==> config.mk <==
export PLATFORM = sky130hd
export DESIGN_NAME = rpcs_page_stack
export DESIGN_NICKNAME = d
export VERILOG_FILES = /design/src/rpcs_pkg.sv /design/src/rpcs_stack_entry.sv /design/src/rpcs_page_decode.sv /design/src/rpcs_page_stack.sv
export SDC_FILE = /design/constraint.sdc
export NUM_CORES = 1
export LEC_CHECK = 0
export BUFFER_PORTS_ARGS = -buffer_cell sky130_fd_sc_hd__buf_2
export CAP_MARGIN = 30
export CORE_MARGIN = 4
export CORE_UTILIZATION = 40
export CTS_BUF_LIST = sky130_fd_sc_hd__clkbuf_4 sky130_fd_sc_hd__clkbuf_8 sky130_fd_sc_hd__clkbuf_16
export CTS_CLUSTER_DIAMETER = 40
export DETAILED_ROUTE_END_ITERATION = 7
export GPL_ROUTABILITY_DRIVEN = 0
export GPL_TIMING_DRIVEN = 0
export PLACE_DENSITY_LB_ADDON = 0.2
export SKIP_LAST_GASP = 1
export SLEW_MARGIN = 20
export SYNTH_ARGS = -nofsm -noshare
export SYNTH_HDL_FRONTEND = slang
export SYNTH_SLANG_ARGS = --single-unit
==> constraint.sdc <==
create_clock -name clk -period 2.1 [get_ports clk]
set_input_delay 0.105 -clock clk [delete_from_list [all_inputs] [get_ports clk]]
set_output_delay 0.105 -clock clk [all_outputs]
set_load 0.05 [all_outputs]
==> src/rpcs_pkg.sv <==
// Purpose: shared constants and types of the register page context stack
// Assumes: 8-bit register space, one core clock
// Notes: offsets are byte addresses within the special register space
package rpcs_pkg;

  localparam int unsigned DATA_W = 8;
  localparam int unsigned ADDR_W = 8;
  localparam int unsigned DEPTH = 3;

  // register offsets
  localparam logic [7:0] OFS_PAGING_CONTROL = 8'h84;
  localparam logic [7:0] OFS_MIDDLE_ENTRY = 8'h85;
  localparam logic [7:0] OFS_ACTIVE_PAGE = 8'h86;
  localparam logic [7:0] OFS_BOTTOM_ENTRY = 8'hA7;

  // paging control fields
  localparam int unsigned AUTO_PAGE_BIT = 0;
  localparam logic [7:0] PAGING_CONTROL_MASK = 8'h01;

  // values after reset
  localparam logic [7:0] RST_ENTRY = 8'h00;
  localparam logic [7:0] RST_PAGING_CONTROL = 8'h00;
  localparam logic [7:0] RST_RDATA = 8'h00;

  // the two pages that hold distinct registers
  localparam logic [7:0] PAGE_LOW = 8'h00;
  localparam logic [7:0] PAGE_HIGH = 8'h0F;

  typedef enum logic [1:0] {
    RPCS_REGION_RESERVED = 2'b00,
    RPCS_REGION_ALL_PAGES = 2'b01,
    RPCS_REGION_PAGE_LOW = 2'b10,
    RPCS_REGION_PAGE_HIGH = 2'b11
  } rpcs_region_t;

  typedef struct packed {
    logic [7:0] addr;
    logic [7:0] wdata;
    logic wr;
    logic rd;
  } rpcs_bus_req_t;

  typedef struct packed {
    logic valid;
    rpcs_region_t region;
    logic [7:0] addr;
  } rpcs_decode_t;

endpackage

==> src/rpcs_stack_entry.sv <==
// Purpose: one byte of the page stack
// Assumes: push and pop are single-cycle pulses from the core
// Notes: a push or pop outranks a software write in the same cycle
`timescale 1ns/1ps
`default_nettype none
module rpcs_stack_entry #(
  parameter logic [7:0] RESET_VALUE = 8'h00
) (
  // clock and reset
  input wire logic clk,
  input wire logic rst,
  // stack movement
  input wire logic push,
  input wire logic pop,
  input wire logic [7:0] push_data,
  input wire logic [7:0] pop_data,
  // software access
  input wire logic sw_wr,
  input wire logic [7:0] sw_data,
  // stored value
  output logic [7:0] q
);

  always_ff @(posedge clk or posedge rst) begin
    if (rst) begin
      q <= RESET_VALUE; // RL12
    end else if (push) begin
      q <= push_data; // RL6
    end else if (pop) begin
      q <= pop_data; // RL6
    end else if (sw_wr) begin
      q <= sw_data; // RL5
    end
  end

endmodule
`default_nettype wire

==> src/rpcs_page_decode.sv <==
// Purpose: paged address decode of the special register space
// Assumes: active page value comes from the top stack entry
// Notes: result is registered, one cycle after the access
`timescale 1ns/1ps
`default_nettype none
module rpcs_page_decode (
  // clock and reset
  input wire logic clk,
  input wire logic rst,
  // access to classify
  input wire logic access,
  input wire logic [7:0] addr,
  input wire logic [7:0] page,
  // classification
  output rpcs_pkg::rpcs_decode_t decode
);

  rpcs_pkg::rpcs_region_t next_region;

  function automatic logic is_all_pages(input logic [7:0] a);
    case (a)
      8'h81, 8'h82, 8'h83, 8'h85, 8'h86, 8'h87, 8'h88, 8'h89, 8'h8A, 8'h8B,
      8'h8C, 8'h8D, 8'h8E, 8'h90, 8'hA0, 8'hA7, 8'hA8, 8'hB0, 8'hB6, 8'hB7,
      8'hB8, 8'hD0, 8'hE0, 8'hE6, 8'hE7, 8'hF0: is_all_pages = 1'b1;
      default: is_all_pages = 1'b0;
    endcase
  endfunction

  function automatic logic is_undefined(input logic [7:0] a);
    case (a)
      8'h80, 8'h96, 8'hB3, 8'hB4, 8'hB5, 8'hB9, 8'hBF, 8'hD8, 8'hE5,
      8'hF5: is_undefined = 1'b1;
      default: is_undefined = 1'b0;
    endcase
  endfunction

  always_comb begin
    if (is_all_pages(addr)) begin
      next_region = rpcs_pkg::RPCS_REGION_ALL_PAGES; // RL8
    end else if (is_undefined(addr)) begin
      next_region = rpcs_pkg::RPCS_REGION_RESERVED; // RL9
    end else if (page == rpcs_pkg::PAGE_LOW) begin
      next_region = rpcs_pkg::RPCS_REGION_PAGE_LOW; // RL8
    end else if (page == rpcs_pkg::PAGE_HIGH) begin
      next_region = rpcs_pkg::RPCS_REGION_PAGE_HIGH; // RL8
    end else begin
      next_region = rpcs_pkg::RPCS_REGION_RESERVED; // RL9
    end
  end

  always_ff @(posedge clk or posedge rst) begin
    if (rst) begin
      decode <= '0;
    end else begin
      decode.valid <= access;
      decode.region <= next_region;
      decode.addr <= addr;
    end
  end

endmodule
`default_nettype wire

==> src/rpcs_page_stack.sv <==
// Purpose: three-byte register page context stack with paged decode
// Assumes: core interrupt pulses are on the same clock as the register port
// Notes: read data stand one cycle after the read strobe
//
// Added by the designer: the strobed register port.
`timescale 1ns/1ps
`default_nettype none
// Overview of operation
// RL1: every interrupt return copies the bottom entry into the middle entry; a return in the same cycle as an entry pushes instead
// RL2: writing the bottom register replaces the value that next return moves up
// RL3: reading the bottom register returns its value and leaves it unchanged
// RL4: stack is three bytes: active page top, middle, then bottom
// RL5: software access changes only the addressed entry, never shifts the stack
// RL6: only interrupt entry pushes and only interrupt return pops
// RL7: the bottom register decodes at its address on every page
// RL8: active page selects between page 0x0 and 0xF registers; all-page ones match
// RL9: unassigned addresses are reserved; reads give zero, writes are dropped
// RL10: with automatic paging, interrupt entry loads the interrupting peripheral page
// RL11: interrupt return restores the active page from the middle entry
// RL12: all stack entries clear to zero on reset, so page zero is active
module rpcs_page_stack (
  // clock and reset
  input wire logic clk,
  input wire logic rst,
  // register port
  input wire rpcs_pkg::rpcs_bus_req_t bus_req,
  output logic [7:0] rdata,
  // core interrupt entry and return
  input wire logic irq_taken,
  input wire logic [7:0] irq_page,
  input wire logic irq_return,
  // page context and decode
  output logic [7:0] active_register_page,
  output logic [7:0] page_stack_middle_entry,
  output logic [7:0] page_stack_bottom_entry,
  output logic [7:0] paging_control,
  output rpcs_pkg::rpcs_decode_t decode
);

  logic wr_active;
  logic wr_middle;
  logic wr_bottom;
  logic wr_control;
  logic push;
  logic pop;
  logic [7:0] top_push_data;
  logic [7:0] next_rdata;

  // address decode of this block's own registers, page independent
  assign wr_active = bus_req.wr && (bus_req.addr == rpcs_pkg::OFS_ACTIVE_PAGE);
  assign wr_middle = bus_req.wr && (bus_req.addr == rpcs_pkg::OFS_MIDDLE_ENTRY);
  assign wr_bottom = bus_req.wr && (bus_req.addr == rpcs_pkg::OFS_BOTTOM_ENTRY); // RL7
  assign wr_control = bus_req.wr && (bus_req.addr == rpcs_pkg::OFS_PAGING_CONTROL);

  // push wins when entry and return coincide
  assign push = irq_taken; // RL6
  assign pop = irq_return && !irq_taken; // RL6

  // new top page on interrupt entry
  assign top_push_data = paging_control[rpcs_pkg::AUTO_PAGE_BIT] ? irq_page : active_register_page; // RL10

  // top entry is the active page
  rpcs_stack_entry #(
    .RESET_VALUE(rpcs_pkg::RST_ENTRY)
  ) u_top (
    .clk(clk),
    .rst(rst),
    .push(push),
    .pop(pop),
    .push_data(top_push_data),
    .pop_data(page_stack_middle_entry), // RL11
    .sw_wr(wr_active),
    .sw_data(bus_req.wdata),
    .q(active_register_page)
  ); // RL4

  rpcs_stack_entry #(
    .RESET_VALUE(rpcs_pkg::RST_ENTRY)
  ) u_middle (
    .clk(clk),
    .rst(rst),
    .push(push),
    .pop(pop),
    .push_data(active_register_page),
    .pop_data(page_stack_bottom_entry), // RL1
    .sw_wr(wr_middle),
    .sw_data(bus_req.wdata),
    .q(page_stack_middle_entry)
  ); // RL4

  // bottom keeps its value on a pop
  rpcs_stack_entry #(
    .RESET_VALUE(rpcs_pkg::RST_ENTRY)
  ) u_bottom (
    .clk(clk),
    .rst(rst),
    .push(push),
    .pop(pop),
    .push_data(page_stack_middle_entry),
    .pop_data(page_stack_bottom_entry),
    .sw_wr(wr_bottom), // RL2
    .sw_data(bus_req.wdata),
    .q(page_stack_bottom_entry)
  ); // RL4

  // paging control register
  always_ff @(posedge clk or posedge rst) begin
    if (rst) begin
      paging_control <= rpcs_pkg::RST_PAGING_CONTROL;
    end else if (wr_control) begin
      paging_control <= bus_req.wdata & rpcs_pkg::PAGING_CONTROL_MASK;
    end
  end

  // read mux, unmapped reads give zero
  always_comb begin
    next_rdata = rpcs_pkg::RST_RDATA;
    if (bus_req.rd) begin
      case (bus_req.addr)
        rpcs_pkg::OFS_ACTIVE_PAGE: next_rdata = active_register_page;
        rpcs_pkg::OFS_MIDDLE_ENTRY: next_rdata = page_stack_middle_entry;
        rpcs_pkg::OFS_BOTTOM_ENTRY: next_rdata = page_stack_bottom_entry; // RL3
        rpcs_pkg::OFS_PAGING_CONTROL: next_rdata = paging_control;
        default: next_rdata = rpcs_pkg::RST_RDATA; // RL9
      endcase
    end
  end

  always_ff @(posedge clk or posedge rst) begin
    if (rst) begin
      rdata <= rpcs_pkg::RST_RDATA;
    end else begin
      rdata <= next_rdata;
    end
  end

  // classify each access against the current page
  rpcs_page_decode u_decode (
    .clk(clk),
    .rst(rst),
    .access(bus_req.wr || bus_req.rd),
    .addr(bus_req.addr),
    .page(active_register_page), // RL8
    .decode(decode)
  );

endmodule
`default_nettype wire

* After elaboration in Yosys (flattened, before gate mapping)
Cells that the tools add are included.
Cells by class: multiplexer cells 19, reduce and logical (&&, ||, !) cells 15, eq/ne operators 40
Operator list (number):
- $eq 8x8->1 const B | 37
- $mux 8 | 11
- $pmux 8 s4 | 1
- $reduce_or 26->1 | 1
- $reduce_or 10->1 | 1
- $eq 8x4->1 const B | 1
- $logic_not 8->1 | 1
- $mux 2 | 4
- $reduce_bool 3->1 | 2
- $logic_and 1x1->1 | 5
- $reduce_and 2->1 | 2
- $mux 1 | 3
- $ne 2x1->1 const B | 1
- $ne 2x2->1 const B | 1
- $reduce_bool 2->1 | 1
- $logic_not 1->1 | 1
- $logic_or 1x1->1 | 1
Word-level totals: register bits 44, logic and storage cells 82

* Longest topological paths before layout
depth after elaboration 6, gate-level depth with buffers 7, depth with buffers taken out 4

* Hierarchy
A second synthesis with hierarchy kept.
Second synthesis, totals: cells, all modules 280, area, all modules 2771.4 µm²
By module, submodules not included:
- rpcs_stack_entry | area an instance 459.2 µm², cells each 45, times used 3, sequential area each 200.2 µm²
- rpcs_page_stack | area an instance 749.5 µm², cells each 88, times used 1, sequential area each 225.2 µm²
- rpcs_page_decode | area an instance 644.4 µm², cells each 57, times used 1, sequential area each 275.3 µm²

* Worst setup path after synthesis
OpenSTA, ideal clock, no wires.
path type reg2reg, from register u_top.q[5], to register, netlist name u_decode.decode[9], stages on the path, launching flop included 5, required time 1.995 ns, slack 0.385 ns, clock period less this slack 1.715 ns, arrival 1.610 ns, cells stage by stage dfrtp_1 or4_1 a21oi_1 nand3_1 nor4b_1
On the way: cells in the longest elaborated chain, start to end 5, elaborated cells between the ends (all ways) 6, classes of those cells 1 x eq/ne; 4 x mux; 1 x reduce/logical
RTL lines:
- start, declared | line rpcs_stack_entry.sv:21 | output logic [7:0] q
- start signal, assigned | line rpcs_stack_entry.sv:28 | q <= push_data;
- start signal, assigned | line rpcs_stack_entry.sv:30 | q <= pop_data;
- start signal, assigned | line rpcs_stack_entry.sv:32 | q <= sw_data;
- $eq 8x4->1 | line rpcs_page_decode.sv:44 | end else if (page == rpcs_pkg::PAGE_HIGH) begin
- $mux 2 | line rpcs_page_decode.sv:44
- $mux 2 * | line rpcs_page_decode.sv:42 | end else if (page == rpcs_pkg::PAGE_LOW) begin
- $mux 2 * | line rpcs_page_decode.sv:40 | end else if (is_undefined(addr)) begin
- $mux 2 * | line rpcs_page_decode.sv:38 | if (is_all_pages(addr)) begin
- named net u_decode.next_region[1] | line rpcs_page_decode.sv:18 | rpcs_pkg::rpcs_region_t next_region;
The timed path passes the listed nets; every way through them passes the cells marked *. A chain may end at the register's enable or synchronous reset.

* Worst setup path in the final report
from input port bus_req[17] (netlist bit), to register u_middle.q[5]
On the way: cells in the longest elaborated chain, start to end 3
RTL lines:
- start, declared | line rpcs_page_stack.sv:26 | input wire rpcs_pkg::rpcs_bus_req_t bus_req,
- $eq 8x8->1 | line rpcs_page_stack.sv:51 | assign wr_middle = bus_req.wr && (bus_req.addr == rpcs_pkg::OFS_MIDDLE_ENTRY);
- $logic_and 1x1->1 | line rpcs_page_stack.sv:51
- $reduce_bool 3->1 (no line)
- end signal, assigned | line rpcs_stack_entry.sv:28
- end signal, assigned | line rpcs_stack_entry.sv:30
- end signal, assigned | line rpcs_stack_entry.sv:32
- end, declared | line rpcs_stack_entry.sv:21
Every way passes these cells.

==> results_tabular.tex <==
\begin{tabular}{lr}
\hline
Metric & Value \\
\hline
\multicolumn{2}{l}{\textbf{Synthesis}} \\
Instance count of the mapped netlist & between 200 and 250 \\
EDFF count, synth & 0 \\
Most common cell in the synthesized netlist & sky130\_fd\_sc\_hd\_\_dfrtp\_1 \\
Share of flip-flops with an asynchronous set or reset after synthesis & 100.0\% \\
Post-synth top area cell & sky130\_fd\_sc\_hd\_\_dfrtp\_1 \\
Share of the yosys chip area belonging to registers & about 43\% \\
Synth warnings & 0 \\
Top flip-flop cell by instance count after synthesis & sky130\_fd\_sc\_hd\_\_dfrtp\_1 \\
Cells taking the most area after synthesis & sky130\_fd\_sc\_hd\_\_dfrtp\_1 43\%, sky130\_fd\_sc\_hd\_\_mux2i\_1 9.8\%, sky130\_fd\_sc\_hd\_\_mux2\_4 4.7\% \\
Mean cell area of the mapped netlist & slightly above 10 um2 \\
Summed instance area of the synthesized netlist & 0.002565 mm2 \\
Leading post-synthesis cells by instance count & 44 x sky130\_fd\_sc\_hd\_\_dfrtp\_1, 28 x sky130\_fd\_sc\_hd\_\_nand2\_1, 25 x sky130\_fd\_sc\_hd\_\_mux2i\_1 \\
FF+latch count, synth & 44 \\
Area share of the largest cell type after synthesis & 42.93\% \\
Count of different cell masters after synthesis & 50 \\
\multicolumn{2}{l}{\textbf{Flow run}} \\
Number of maximum-capacitance violations & 0 \\
\multicolumn{2}{l}{\textbf{Cells and area}} \\
Final instance area & 0.003291 mm2 \\
Area overhead of the layout relative to synthesis & 28.29\% \\
Ratio of cells with drive above 1 in the final layout & between 30 and 40\% \\
ANT cells & 0 \\
Fillcell total & 580 \\
Final standard cell count with taps included and fillers excluded & between 400 and 500 \\
Number of nets in the layout & $\sim$370 \\
\multicolumn{2}{l}{\textbf{STA}} \\
RSZ-0062 raised after global routing & no \\
Number of max-slew violations in the final report & 0 \\
Final hold vios & 0 \\
Setup TNS & 0 ns \\
Upper clock frequency limit & a little over 500 MHz \\
Worst relative slew slack & approximately half \\
Final worst clock skew & just under 0.01 ns \\
Ratio of final minimum period to clock period & between 90\% and 100\% \\
Final critical-path required period & approximately 2 ns \\
Setup slack after layout & around 0.14 ns \\
Worst-margin pin slew & 0.7208 ns \\
Total of endpoints with negative setup slack in the final report & 0 \\
\multicolumn{2}{l}{\textbf{Drt}} \\
Vias after detailed routing & roughly 2.2k \\
Routed length per instance & between 15 and 20 um \\
Number of iterations in the first detailed-routing pass & 4 \\
Drc violations & 0 \\
Vias per cell & $\sim$5.3 \\
Final ANT Viol Nets & 0 \\
Final WL & between 7000 and 8000 um \\
Initial drt markers & around 170 \\
\multicolumn{2}{l}{\textbf{Setup path}} \\
Worst reg-to-reg path cell count & 4 \\
Category of the worst setup path launch point & input port \\
Highest fanout seen on the critical path & 10 \\
CP required & 2.28 ns \\
Worst Setup End Kind & flop \\
Startpoint of the worst-slack reg-to-reg timing path & u\_top.q[5] \\
Capture point of the worst reg-to-reg path & u\_decode.decode[9] \\
Reg2reg setup slack & 0.38 ns \\
Critical path type & input port to flop \\
Critical path data arrival time & between 2 and 2.5 ns \\
\multicolumn{2}{l}{\textbf{Clocking}} \\
Root buffer cell & sky130\_fd\_sc\_hd\_\_clkbuf\_8 \\
Number of sinks handled by clock tree synthesis & 44 \\
Clock edge transition at the registers on the reported setup and hold paths & about 0.07 ns \\
Clock tree from TritonCTS & built \\
CTS Buffer Depth & 2 \\
Total clock buffers created by CTS & 5 \\
Number of H-tree levels & 2 \\
Insertion delay of the later-clocked pin in the worst-skew pair & 0.30 ns \\
\multicolumn{2}{l}{\textbf{Die}} \\
Rows & 28 \\
Die height & slightly below 90 um \\
Top-level I/O count & 81 \\
Core area & between 0.006 and 0.007 mm2 \\
Effective utilization at floorplan & about 42\% \\
Die outline width & between 80 and 90 um \\
Die area & around 0.0078 mm2 \\
\multicolumn{2}{l}{\textbf{GRT}} \\
Number of antenna violations at the first check in global routing & 0 \\
Total routing resource utilization after global routing & roughly a fifth \\
Overflow after GRT & 0 \\
Via count of the first global-routing pass & 2200 \\
Pin count of the biggest net entering global routing & 35 \\
Wire length of the first global-routing pass & $\sim$11000 um \\
\multicolumn{2}{l}{\textbf{Placement}} \\
Placed wire-length estimate after detailed placement & 5028 um \\
Total placed instance area & 0.003057 mm2 \\
Setup Slack @ Placement & between 0.1 and 0.15 ns \\
\# port buffers & 71 \\
Placed cells & 400 \\
\multicolumn{2}{l}{\textbf{Power and ir drop}} \\
Areal power density over the cells & 818.9 mW/mm2 \\
Leakage power of the design & 1.627 nW \\
Worst ir drop on vdd & about 0.00044 V \\
\multicolumn{2}{l}{\textbf{Worst hold path}} \\
Terminating pin of the worst hold path & u\_decode.decode[10] \\
Worst min-delay path startpoint & bus\_req[0] \\
Worst Hold Class & input port to flop \\
Worst Hold Path Cells & 2 \\
\multicolumn{2}{l}{\textbf{Status}} \\
Run status & completed \\
\hline
\end{tabular}
[sequential cells by signal (all words and copies together) (netlist names)]
register         flops
rdata                8
paging_control       1
u_bottom.q           8
u_decode.decode     11
u_top.q              8
u_middle.q           8
[layer usage]
layer  part of all wire, %  global-route usage [%]
met1                    45                   26.65
met2                    47                   30.27
met3                   7.1                   4.233
met4                   1.4                   5.769
met5                     0                       0
[cell families after synthesis]
group | count (synthesis) | share of synthesized area [%]
AND/OR/NAND/NOR | 70 | 15.71
multiplexers | 43 | 18.83
buffers and inverters | 32 | 7.268
flip-flops | 44 | 42.93
AO/OA/AOI/OAI | 56 | 14.78
other | 1 | 0.1462
XOR/XNOR | 1 | 0.3415
[power by group]
part	switching [mW]	internal [mW]	leakage [nW]
Sequential	0.125	0.942	0.552
Clock	0.284	0.468	0.0642
Combinational	0.598	0.278	1.01
Total	1.01	1.69	1.63
[through the flow]
| stage | hold WS (ns) | power (mW) | util [%] |
|---|---|---|---|
| finish | 0.02205 | 2.695 | 54.29 |
| global placement | 0.2274 | 1.930 | 50.10 |
| CTS | 0.01513 | 2.717 | 54.05 |
| floorplan | 0.1364 | 1.705 | - |
| detailed placement | 0.05962 | 1.946 | 50.43 |
| global route | 0.02118 | 2.829 | 54.29 |
[critical path, cell delays in order]
cell                            delay (ns)
sky130_fd_sc_hd__dlygate4sd3_1        0.53
sky130_fd_sc_hd__buf_2                0.13
sky130_fd_sc_hd__buf_6                0.13
sky130_fd_sc_hd__nor4b_4              0.13
sky130_fd_sc_hd__and3b_1              0.19
sky130_fd_sc_hd__buf_6                0.14
sky130_fd_sc_hd__a311o_1              0.32
sky130_fd_sc_hd__buf_6                0.17
sky130_fd_sc_hd__mux2_4               0.30
[repair_timing]
| item | CTS | global route |
|---|---|---|
| hold buffers | 9 | 0 |
| hold endpoints to repair | 18 | 0 |
| resized for setup | 0 | 1 |
| endpoints found under the setup margin | 0 | 16 |
| setup buffers | 0 | 1 |
[layout make-up]
| class | instances | area [um2] | area share, % |
|---|---|---|---|
| multi-input cells | 177 | 1308 | 39.73 |
| clock buffers | 5 | 68.82 | 2.091 |
| well taps | 75 | 93.84 | 2.852 |
| plain buffers | 29 | 175.2 | 5.323 |
| inverters | 3 | 11.26 | 0.3422 |
| flip-flops and latches | 44 | 1101 | 33.46 |
| repair buffers | 82 | 473.0 | 14.37 |
| clock inverters | 2 | 60.06 | 1.825 |
[layout by cell type (no fill, tap or decap), drive strengths merged, types with 3 or more instances in the layout]
| master | n |
|---|---|
| a22o | 7 |
| a22oi | 9 |
| and2 | 3 |
| and3b | 3 |
| buf | 91 |
| clkbuf | 16 |
| conb | 7 |
| dfrtp | 44 |
| dlygate4sd3 | 9 |
| inv | 3 |
| mux2 | 18 |
| mux2i | 25 |
| nand2 | 28 |
| nor2 | 10 |
| nor2b | 5 |
| nor4bb | 3 |
| o2111ai | 3 |
| o21ai | 24 |
[worst max path at each step]
stage,start,to,slack [ns]
4_1_cts,bus_req[17],u_middle.q[5],0.01
5_1_grt,bus_req[15],rdata[2],0.05
6_report,bus_req[17],u_middle.q[5],0.14
2_1_floorplan,u_top.q[5],u_decode.decode[9],0.38
3_3_place_gp,bus_req[14],u_middle.q[4],0.17
3_5_place_dp,bus_req[14],u_middle.q[5],0.14
Power figures use the tool's default switching activity.
